[src/design/rms_bank_params.svh]
// Contract
// - signed 24-bit calibration words read back as 32 bits: sign copied up to bit 27, top four bits zero.
// - 24-bit result words read back as 32 bits with the top eight bits zero and no sign copy.
// - the 28-bit result word reads back as 32 bits with the top four bits zero.
// - a read-only signed 28-bit word holds the sum of the three phase instantaneous currents.
// - the six fundamental current and voltage rms offsets are read-write signed 24-bit, reset to zero.
// - the ten rms results are read-only 24-bit values with no reset value of their own.
// - the shunt temperature coefficient is read-write signed 24-bit, reset to zero.
// - the four ambient temperatures at calibration are read-write signed 24-bit, reset to zero.
// - the four temperature gain adjusts are read-write signed 24-bit, reset to zero.
// - the four sensor temperatures are read-only 24-bit words in zero-pad form.
`ifndef RMS_BANK_PARAMS_SVH
`define RMS_BANK_PARAMS_SVH
// register indices; byte address is four times the index
`define IX_FIRST          15'h43a9
`define IX_LAST           15'h43ff
`define IX_FIRMS_OFS_A    15'h43a9
`define IX_FIRMS_OFS_B    15'h43aa
`define IX_FIRMS_OFS_C    15'h43ab
`define IX_FVRMS_OFS_A    15'h43ac
`define IX_FVRMS_OFS_B    15'h43ad
`define IX_FVRMS_OFS_C    15'h43ae
`define IX_TEMP_COEF      15'h43af
`define IX_CAL_AMB_A      15'h43b0
`define IX_CAL_AMB_B      15'h43b1
`define IX_CAL_AMB_C      15'h43b2
`define IX_CAL_AMB_N      15'h43b3
`define IX_TEMP_GAIN_A    15'h43b4
`define IX_TEMP_GAIN_B    15'h43b5
`define IX_TEMP_GAIN_C    15'h43b6
`define IX_TEMP_GAIN_N    15'h43b7
`define IX_RSV1_LO        15'h43b8
`define IX_RSV1_HI        15'h43bf
`define IX_IRMS_A         15'h43c0
`define IX_VRMS_A         15'h43c1
`define IX_V2RMS_A        15'h43c2
`define IX_IRMS_B         15'h43c3
`define IX_VRMS_B         15'h43c4
`define IX_V2RMS_B        15'h43c5
`define IX_IRMS_C         15'h43c6
`define IX_VRMS_C         15'h43c7
`define IX_V2RMS_C        15'h43c8
`define IX_IRMS_N         15'h43c9
`define IX_CUR_SUM        15'h43ca
`define IX_SENS_TEMP_A    15'h43cb
`define IX_SENS_TEMP_B    15'h43cc
`define IX_SENS_TEMP_C    15'h43cd
`define IX_SENS_TEMP_N    15'h43ce
`define IX_RSV2_LO        15'h43cf
`define IX_RSV2_HI        15'h43ff
// field positions and values
`define IX_LSB            2
`define IX_MSB            16
`define CAL_RESET         24'h000000
`define RESERVED_WORD     32'h00000000
`endif

[src/design/rms_bank_pkg.sv]
package rms_bank_pkg;

  // apb request from the master
  typedef struct packed {
    logic [31:0] paddr;
    logic        psel;
    logic        penable;
    logic        pwrite;
    logic [31:0] pwdata;
    logic [3:0]  pstrb;
  } apb_req_t;

  // apb answer to the master
  typedef struct packed {
    logic        pready;
    logic        pslverr;
    logic [31:0] prdata;
  } apb_rsp_t;

  // calibration words handed to the measurement path
  typedef struct packed {
    logic [23:0] phase_a_fund_current_rms_offset;
    logic [23:0] phase_b_fund_current_rms_offset;
    logic [23:0] phase_c_fund_current_rms_offset;
    logic [23:0] phase_a_fund_voltage_rms_offset;
    logic [23:0] phase_b_fund_voltage_rms_offset;
    logic [23:0] phase_c_fund_voltage_rms_offset;
    logic [23:0] shunt_temp_coefficient;
    logic [23:0] phase_a_cal_ambient_temp;
    logic [23:0] phase_b_cal_ambient_temp;
    logic [23:0] phase_c_cal_ambient_temp;
    logic [23:0] neutral_cal_ambient_temp;
    logic [23:0] phase_a_temp_gain_adjust;
    logic [23:0] phase_b_temp_gain_adjust;
    logic [23:0] phase_c_temp_gain_adjust;
    logic [23:0] neutral_temp_gain_adjust;
  } cal_bank_t;

  // live values from the measurement path
  typedef struct packed {
    logic [23:0] phase_a_current_rms_result;
    logic [23:0] phase_a_voltage_rms_result;
    logic [23:0] phase_a_second_voltage_rms_result;
    logic [23:0] phase_b_current_rms_result;
    logic [23:0] phase_b_voltage_rms_result;
    logic [23:0] phase_b_second_voltage_rms_result;
    logic [23:0] phase_c_current_rms_result;
    logic [23:0] phase_c_voltage_rms_result;
    logic [23:0] phase_c_second_voltage_rms_result;
    logic [23:0] neutral_current_rms_result;
    logic [23:0] phase_a_instant_current;
    logic [23:0] phase_b_instant_current;
    logic [23:0] phase_c_instant_current;
    logic [23:0] phase_a_sensor_temperature;
    logic [23:0] phase_b_sensor_temperature;
    logic [23:0] phase_c_sensor_temperature;
    logic [23:0] neutral_sensor_temperature;
  } meas_in_t;

endpackage : rms_bank_pkg
[src/design/metering_dsp_rms_temp_register_bank.sv]
`timescale 1ns/1ps
`default_nettype none
`include "rms_bank_params.svh"
module metering_dsp_rms_temp_register_bank (
  input  wire logic                   i_clock,
  input  wire logic                   i_nrst,
  input  wire rms_bank_pkg::apb_req_t i_apb,
  input  wire rms_bank_pkg::meas_in_t i_meas,
  output rms_bank_pkg::apb_rsp_t      o_apb,
  output rms_bank_pkg::cal_bank_t     o_cal
);
  import rms_bank_pkg::*;

  ////////////////////////////////////////////////////////////////
  // word formats on the bus

  // signed 24 bits, sign copied to bit 27
  function automatic logic [31:0] zpse(input logic [23:0] v);
    zpse = {4'h0, {4{v[23]}}, v};
  endfunction : zpse

  // 24 bits, eight zero bits on top
  function automatic logic [31:0] zp24(input logic [23:0] v);
    zp24 = {8'h00, v};
  endfunction : zp24

  // 28 bits, four zero bits on top
  function automatic logic [31:0] zp28(input logic [27:0] v);
    zp28 = {4'h0, v};
  endfunction : zp28

  // byte-lane merge of a write into a 24-bit word
  function automatic logic [23:0] lanes(
    input logic [23:0] old,
    input logic [31:0] wd,
    input logic [3:0]  st
  );
    lanes = old;
    for (int b = 0; b < 3; b++) begin
      if (st[b]) begin
        lanes[b*8 +: 8] = wd[b*8 +: 8];
      end
    end
  endfunction : lanes

  ////////////////////////////////////////////////////////////////
  // declarations

  cal_bank_t   cal;
  cal_bank_t   next_cal;
  apb_rsp_t    rsp;
  logic [14:0] idx;
  logic        aligned;
  logic        in_range;
  logic        addr_err;
  logic        access;
  logic        wr_fire;
  logic [31:0] rd_word;
  logic [31:0] wd;
  logic [3:0]  st;
  logic [27:0] cur_sum;

  ////////////////////////////////////////////////////////////////
  // address decode
  assign idx      = i_apb.paddr[`IX_MSB:`IX_LSB];
  assign aligned  = (i_apb.paddr[1:0] == 2'h0) && (i_apb.paddr[31:17] == 15'h0000);
  assign in_range = (idx >= `IX_FIRST) && (idx <= `IX_LAST);
  assign addr_err = !(aligned && in_range);
  assign wd       = i_apb.pwdata;
  assign st       = i_apb.pstrb;

  // access phase and completing write
  assign access  = i_apb.psel && i_apb.penable;
  assign wr_fire = access && rsp.pready && i_apb.pwrite && !addr_err;

  ////////////////////////////////////////////////////////////////
  // current sum, registered in its own block
  phase_current_summer u_summer (
    .i_clock   (i_clock),
    .i_nrst    (i_nrst),
    .i_phase_a (i_meas.phase_a_instant_current),
    .i_phase_b (i_meas.phase_b_instant_current),
    .i_phase_c (i_meas.phase_c_instant_current),
    .o_sum     (cur_sum)
  );

  ////////////////////////////////////////////////////////////////
  // write decode for the calibration words
  always_comb begin
    next_cal = cal;
    if (wr_fire) begin
      if (idx == `IX_FIRMS_OFS_A) begin
        next_cal.phase_a_fund_current_rms_offset = lanes(cal.phase_a_fund_current_rms_offset, wd, st);
      end else if (idx == `IX_FIRMS_OFS_B) begin
        next_cal.phase_b_fund_current_rms_offset = lanes(cal.phase_b_fund_current_rms_offset, wd, st);
      end else if (idx == `IX_FIRMS_OFS_C) begin
        next_cal.phase_c_fund_current_rms_offset = lanes(cal.phase_c_fund_current_rms_offset, wd, st);
      end else if (idx == `IX_FVRMS_OFS_A) begin
        next_cal.phase_a_fund_voltage_rms_offset = lanes(cal.phase_a_fund_voltage_rms_offset, wd, st);
      end else if (idx == `IX_FVRMS_OFS_B) begin
        next_cal.phase_b_fund_voltage_rms_offset = lanes(cal.phase_b_fund_voltage_rms_offset, wd, st);
      end else if (idx == `IX_FVRMS_OFS_C) begin
        next_cal.phase_c_fund_voltage_rms_offset = lanes(cal.phase_c_fund_voltage_rms_offset, wd, st);
      end else if (idx == `IX_TEMP_COEF) begin
        next_cal.shunt_temp_coefficient = lanes(cal.shunt_temp_coefficient, wd, st);
      end else if (idx == `IX_CAL_AMB_A) begin
        next_cal.phase_a_cal_ambient_temp = lanes(cal.phase_a_cal_ambient_temp, wd, st);
      end else if (idx == `IX_CAL_AMB_B) begin
        next_cal.phase_b_cal_ambient_temp = lanes(cal.phase_b_cal_ambient_temp, wd, st);
      end else if (idx == `IX_CAL_AMB_C) begin
        next_cal.phase_c_cal_ambient_temp = lanes(cal.phase_c_cal_ambient_temp, wd, st);
      end else if (idx == `IX_CAL_AMB_N) begin
        next_cal.neutral_cal_ambient_temp = lanes(cal.neutral_cal_ambient_temp, wd, st);
      end else if (idx == `IX_TEMP_GAIN_A) begin
        next_cal.phase_a_temp_gain_adjust = lanes(cal.phase_a_temp_gain_adjust, wd, st);
      end else if (idx == `IX_TEMP_GAIN_B) begin
        next_cal.phase_b_temp_gain_adjust = lanes(cal.phase_b_temp_gain_adjust, wd, st);
      end else if (idx == `IX_TEMP_GAIN_C) begin
        next_cal.phase_c_temp_gain_adjust = lanes(cal.phase_c_temp_gain_adjust, wd, st);
      end else if (idx == `IX_TEMP_GAIN_N) begin
        next_cal.neutral_temp_gain_adjust = lanes(cal.neutral_temp_gain_adjust, wd, st);
      end
      // reserved and read-only words keep nothing
    end
  end

  // calibration storage, zero from reset
  always_ff @(posedge i_clock or negedge i_nrst) begin
    if (!i_nrst) begin
      cal <= '{default: `CAL_RESET};
    end else begin
      cal <= next_cal;
    end
  end

  ////////////////////////////////////////////////////////////////
  // read mux with per-word bus format
  always_comb begin
    rd_word = `RESERVED_WORD;
    if (addr_err) begin
      rd_word = `RESERVED_WORD;
    end else if (idx == `IX_FIRMS_OFS_A) begin
      rd_word = zpse(cal.phase_a_fund_current_rms_offset);
    end else if (idx == `IX_FIRMS_OFS_B) begin
      rd_word = zpse(cal.phase_b_fund_current_rms_offset);
    end else if (idx == `IX_FIRMS_OFS_C) begin
      rd_word = zpse(cal.phase_c_fund_current_rms_offset);
    end else if (idx == `IX_FVRMS_OFS_A) begin
      rd_word = zpse(cal.phase_a_fund_voltage_rms_offset);
    end else if (idx == `IX_FVRMS_OFS_B) begin
      rd_word = zpse(cal.phase_b_fund_voltage_rms_offset);
    end else if (idx == `IX_FVRMS_OFS_C) begin
      rd_word = zpse(cal.phase_c_fund_voltage_rms_offset);
    end else if (idx == `IX_TEMP_COEF) begin
      rd_word = zpse(cal.shunt_temp_coefficient);
    end else if (idx == `IX_CAL_AMB_A) begin
      rd_word = zpse(cal.phase_a_cal_ambient_temp);
    end else if (idx == `IX_CAL_AMB_B) begin
      rd_word = zpse(cal.phase_b_cal_ambient_temp);
    end else if (idx == `IX_CAL_AMB_C) begin
      rd_word = zpse(cal.phase_c_cal_ambient_temp);
    end else if (idx == `IX_CAL_AMB_N) begin
      rd_word = zpse(cal.neutral_cal_ambient_temp);
    end else if (idx == `IX_TEMP_GAIN_A) begin
      rd_word = zpse(cal.phase_a_temp_gain_adjust);
    end else if (idx == `IX_TEMP_GAIN_B) begin
      rd_word = zpse(cal.phase_b_temp_gain_adjust);
    end else if (idx == `IX_TEMP_GAIN_C) begin
      rd_word = zpse(cal.phase_c_temp_gain_adjust);
    end else if (idx == `IX_TEMP_GAIN_N) begin
      rd_word = zpse(cal.neutral_temp_gain_adjust);
    end else if (idx >= `IX_RSV1_LO && idx <= `IX_RSV1_HI) begin
      rd_word = `RESERVED_WORD;
    end else if (idx == `IX_IRMS_A) begin
      rd_word = zp24(i_meas.phase_a_current_rms_result);
    end else if (idx == `IX_VRMS_A) begin
      rd_word = zp24(i_meas.phase_a_voltage_rms_result);
    end else if (idx == `IX_V2RMS_A) begin
      rd_word = zp24(i_meas.phase_a_second_voltage_rms_result);
    end else if (idx == `IX_IRMS_B) begin
      rd_word = zp24(i_meas.phase_b_current_rms_result);
    end else if (idx == `IX_VRMS_B) begin
      rd_word = zp24(i_meas.phase_b_voltage_rms_result);
    end else if (idx == `IX_V2RMS_B) begin
      rd_word = zp24(i_meas.phase_b_second_voltage_rms_result);
    end else if (idx == `IX_IRMS_C) begin
      rd_word = zp24(i_meas.phase_c_current_rms_result);
    end else if (idx == `IX_VRMS_C) begin
      rd_word = zp24(i_meas.phase_c_voltage_rms_result);
    end else if (idx == `IX_V2RMS_C) begin
      rd_word = zp24(i_meas.phase_c_second_voltage_rms_result);
    end else if (idx == `IX_IRMS_N) begin
      rd_word = zp24(i_meas.neutral_current_rms_result);
    end else if (idx == `IX_CUR_SUM) begin
      rd_word = zp28(cur_sum);
    end else if (idx == `IX_SENS_TEMP_A) begin
      rd_word = zp24(i_meas.phase_a_sensor_temperature);
    end else if (idx == `IX_SENS_TEMP_B) begin
      rd_word = zp24(i_meas.phase_b_sensor_temperature);
    end else if (idx == `IX_SENS_TEMP_C) begin
      rd_word = zp24(i_meas.phase_c_sensor_temperature);
    end else if (idx == `IX_SENS_TEMP_N) begin
      rd_word = zp24(i_meas.neutral_sensor_temperature);
    end else if (idx >= `IX_RSV2_LO && idx <= `IX_RSV2_HI) begin
      rd_word = `RESERVED_WORD;
    end
  end

  ////////////////////////////////////////////////////////////////
  // apb answer: one wait state, then pready for one cycle
  always_ff @(posedge i_clock or negedge i_nrst) begin
    if (!i_nrst) begin
      rsp <= '0;
    end else if (access && !rsp.pready) begin
      rsp.pready  <= 1'b1;
      rsp.pslverr <= addr_err;
      rsp.prdata  <= i_apb.pwrite ? `RESERVED_WORD : rd_word;
    end else begin
      rsp.pready  <= 1'b0;
      rsp.pslverr <= 1'b0;
      rsp.prdata  <= rsp.prdata;
    end
  end

  ////////////////////////////////////////////////////////////////
  // outputs straight from the flops
  assign o_apb = rsp;
  assign o_cal = cal;

endmodule : metering_dsp_rms_temp_register_bank
`default_nettype wire

[src/design/phase_current_summer.sv]
`timescale 1ns/1ps
`default_nettype none
module phase_current_summer (
  input  wire logic        i_clock,
  input  wire logic        i_nrst,
  input  wire logic [23:0] i_phase_a,
  input  wire logic [23:0] i_phase_b,
  input  wire logic [23:0] i_phase_c,
  output logic      [27:0] o_sum
);

  ////////////////////////////////////////////////////////////////
  // widen each signed sample before adding
  function automatic logic [27:0] widen(input logic [23:0] v);
    widen = {{4{v[23]}}, v};
  endfunction : widen

  logic [27:0] next_sum;

  assign next_sum = widen(i_phase_a) + widen(i_phase_b) + widen(i_phase_c);

  // registered sum, one cycle behind the samples
  always_ff @(posedge i_clock or negedge i_nrst) begin
    if (!i_nrst) begin
      o_sum <= 28'h0000000;
    end else begin
      o_sum <= next_sum;
    end
  end

endmodule : phase_current_summer
`default_nettype wire

[config.mk]
export PLATFORM = sky130hd
export DESIGN_NAME = metering_dsp_rms_temp_register_bank
export DESIGN_NICKNAME = d
export VERILOG_FILES = /design/src/design/rms_bank_pkg.sv /design/src/design/metering_dsp_rms_temp_register_bank.sv /design/src/design/phase_current_summer.sv
export VERILOG_INCLUDE_DIRS = /design/src /design/src/design
export SDC_FILE = /design/constraint.sdc
export NUM_CORES = 1
export LEC_CHECK = 0
export BUFFER_PORTS_ARGS = -buffer_cell sky130_fd_sc_hd__buf_2
export CAP_MARGIN = 20
export CORE_AREA = 2 2 342 344
export CTS_CLUSTER_SIZE = 25
export DETAILED_ROUTE_END_ITERATION = 16
export DIE_AREA = 0 0 344 346
export GPL_TIMING_DRIVEN = 0
export PLACE_DENSITY_LB_ADDON = 0.25
export SLEW_MARGIN = 10
export SYNTH_ARGS = -nofsm -noshare
export SYNTH_HDL_FRONTEND = slang
export SYNTH_SLANG_ARGS = --single-unit
[constraint.sdc]
create_clock -name i_clock -period 2.2 [get_ports i_clock]
set_input_delay 0.22 -clock i_clock [delete_from_list [all_inputs] [get_ports i_clock]]
set_output_delay 0.22 -clock i_clock [all_outputs]
set_load 0.01 [all_outputs]
==> impl_results.md <==
* Mean Syn Cell Area at 10.4 um^2
* Die height at ~350 um
* Yosys cell types at 86
* Status: complete, but fails checks
* Endpoints failing hold at 0
* Yosys top cell by area: dfrtp_1
* Peak supply drop at 0.561 mV
* Tmin final at 3210 ps
* Port Buffer Count at 860
* Layout cells sized above 1 at 60.3%
* # IOs at 875
* CTS tree: yes
* Final period util at 146%
* Syn Inst Count at around 2.3k
* Leakage at 0.0199 uW
* Vias/cell at 5.47
* Clock Tree Buf Depth at 3
* Die width at approximately 340 um
* CTS clk-pin slew, worst paths at 60 ps
* Initial antenna violation count at 70
* Layout filler cell count at 11.8k
* Max Cap Viol at 0
* Setup-failing EPs final at 45
* Ys flop type: dfrtp_1
* Hold Path Class: input pin to register
* Failing checks: setup timing
* Via Count at 28.2k
* Initial DRC count at 2,618
* Yosys top cell area share at 42.8%
* Slew @ Worst Pin at between 1000 and 1500 ps
* Final worst setup slack at -1010 ps
* CTS Sinks at ~420
* Clock Latency Late Sink at 630 ps
* Final Wtd Congestion at 0.951
* Placed Cells at 4,751
* H-Tree Depth at 2
* Crit path capture type: register
* Final core occ at 35.2%
* Core Area at 115,000 um^2
* DIE AREA at approximately 120,000 um^2
* Area Growth Syn to Fin at 66.4%
* Setup WS pre-CTS at -2730 ps
* Yosys warns at 0
* Detail Placement HPWL at 155 mm
* Aggregate global-route resource usage at 31.4%
* Asr flop ratio synth at between 90% and 100%
* CTS Buf Count at 48
* Setup CP Type: input pin to register
* CP arrival at 3770 ps
* Root Driver: clkbuf_16
* Worst slew margin at 30.4%
* # DRC at 0
* RSZ-0062 raised after global routing: true
* Pre-antenna DRT Iters at 5
* Largest net degree at the start of global routing at 101
* Drt wl/cell at 37.7 um
* Reg2Reg Setup Slack at -50 ps
* Fin. max-slew vios at 0
* Vias in the first global route at approximately 28k
* Clock Skew at 27.3 ps
* Sequential area share after synthesis at 42.8%
* Initial core utilization at 21.2%
* Std cell rows at 125
* Crit Path Max Fanout at 3
* Global route total overflow at 0
* Cell Count, Final, Fillers Out at 5,149
* FF+latch count, synth at 418
* Routed WL at between 150 and 200 mm
* Pwr per Cell Area at 502 nW/um^2
* Post-DRT Antenna Nets at 0
* Nets@finish at approximately 4.1k
* Synthesized area at 24,400 um^2
* First-pass GRT wire length at 254 mm
* Maximum clock frequency at between 300 and 400 MHz
* WP data required at between 2000 and 3000 ps
* Post-synth EDFFs at 0
* Synth top area cells: dfrtp_1 (43%), mux2_2 (17%), a21oi_1 (2.7%)
* Crit path launch type: input pin
state kept, by name, indices dropped and copies added (netlist names):
register / count
o_apb: 30
o_cal: 360
u_summer.o_sum: 28
synth_stat cells, types with 42 or more instances:
cell      instances
a21oi_1         131
a221oi_1         42
a22oi_1          44
clkbuf_1        108
dfrtp_1         418
ha_1             49
mux2_2          363
nand2_1         143
nand3_1          57
nor2_1          118
nor3_1           63
o21ai_0         103
o22ai_1          87
metrics by stage:
| stage | cell area (um^2) | TNS [ps] | total power (uW) | hold WS (ps) |
|---|---|---|---|---|
| detailed placement | 32200 | -612930 | 10900 | 291 |
| global placement | 31800 | -4103450 | 10900 | 457 |
| global route | 40600 | -22350 | 21000 | 6.14 |
| CTS | 38800 | -18120 | 20000 | 0.526 |
| finish | 40700 | -18570 | 20400 | 23.1 |
| floorplan | 25600 | -45840 | 9500 | -75.6 |
cell type report:
class / instances / area, um^2 / area share [%]
Multi-Input combinational cell: 1756 / 17200 / 42.4
Sequential cell: 418 / 10500 / 25.7
Timing Repair Buffer: 1181 / 7740 / 19.0
Tap cell: 1524 / 1910 / 4.69
Buffer: 137 / 1560 / 3.84
Clock buffer: 65 / 1350 / 3.31
Clock inverter: 20 / 274 / 0.674
Inverter: 22 / 85.1 / 0.209
Antenna cell: 26 / 65.1 / 0.160
critical path, cell delays in order:
cell      delay, ps
buf_8           110
ha_4            180
fa_2            350
a21oi_2         150
o211ai_1        160
a31o_2          270
nor3_2          150
nor2_1           60
nor2_1          110
xnor2_1         130
ha_2            300
a21o_1          170
a21oi_2         170
or3b_4          410
o21ai_4         170
o211ai_1        150
a311oi_1        330
or2_4           170
kinds of logic (layout without fill, tap and decap cells):
group | count (synthesis) | count (layout) | synth area share, %
xor gates and xnor gates | 36 | 36 | 1.29
other | 1 | 30 | 0.0153
and+or+nand+nor | 567 | 567 | 12.2
DFF | 418 | 418 | 42.8
muxes | 378 | 378 | 17.5
AOI/OAI and AO/OA | 720 | 720 | 20.8
buffers and inverters | 170 | 1425 | 2.85
adders and majority gates | 51 | 51 | 2.67
report_power, final:
group | switching [uW] | internal [uW]
combinational | 2100 | 1650
clock | 3680 | 4900
sequential | 150 | 7920
total | 5930 | 14500
metal layers:
metal	track usage [%]	routed length [um]	vias to the layer above	share of wire (%)
met1	39.3	76200	14400	39
met2	51.2	89500	1599	46
met4	13.0	10700	74	5.5
met3	7.65	17600	450	9.0
met5	0	465	-	0.24
li1	-	-	11600	-
what timing repair did:
action                                 in CTS  in global routing
setup endpoints to repair                 408                279
buffers inserted                          174                 97
pin swaps                                 193                159
resized for setup                         668                223
gates cloned                                0                  3
endpoints found under the hold margin     203                  0
hold buffers                               33                  0
final timing paths:
path,start,end,depth (start not counted)
max,i_meas[120],u_summer.o_sum[25]$_DFF_PN0_,18
min,i_meas[108],u_summer.o_sum[12]$_DFF_PN0_,3
min reg2reg,o_apb[25]$_DFFE_PN0P_,o_apb[25]$_DFFE_PN0P_,2
max in group asynchronous,i_nrst,u_summer.o_sum[26]$_DFF_PN0_,4
max reg2reg,u_summer.o_sum[21]$_DFF_PN0_,o_apb[21]$_DFFE_PN0P_,8
min in group asynchronous,i_nrst,o_cal[145]$_DFFE_PN0P_,2
cells in the final DEF (no fill, tap or decap), drive strengths merged, types with 39 or more instances in the layout:
master,netlist,layout
a21oi,131,131
a221oi,42,42
a22oi,44,44
buf,40,1190
clkbuf,108,160
dfrtp,418,418
ha,49,49
mux2,366,366
nand2,150,150
nand3,58,58
nor2,130,130
nor3,77,77
o21ai,107,107
o221ai,39,39
o22ai,87,87
Power figures use the tool's default switching activity.
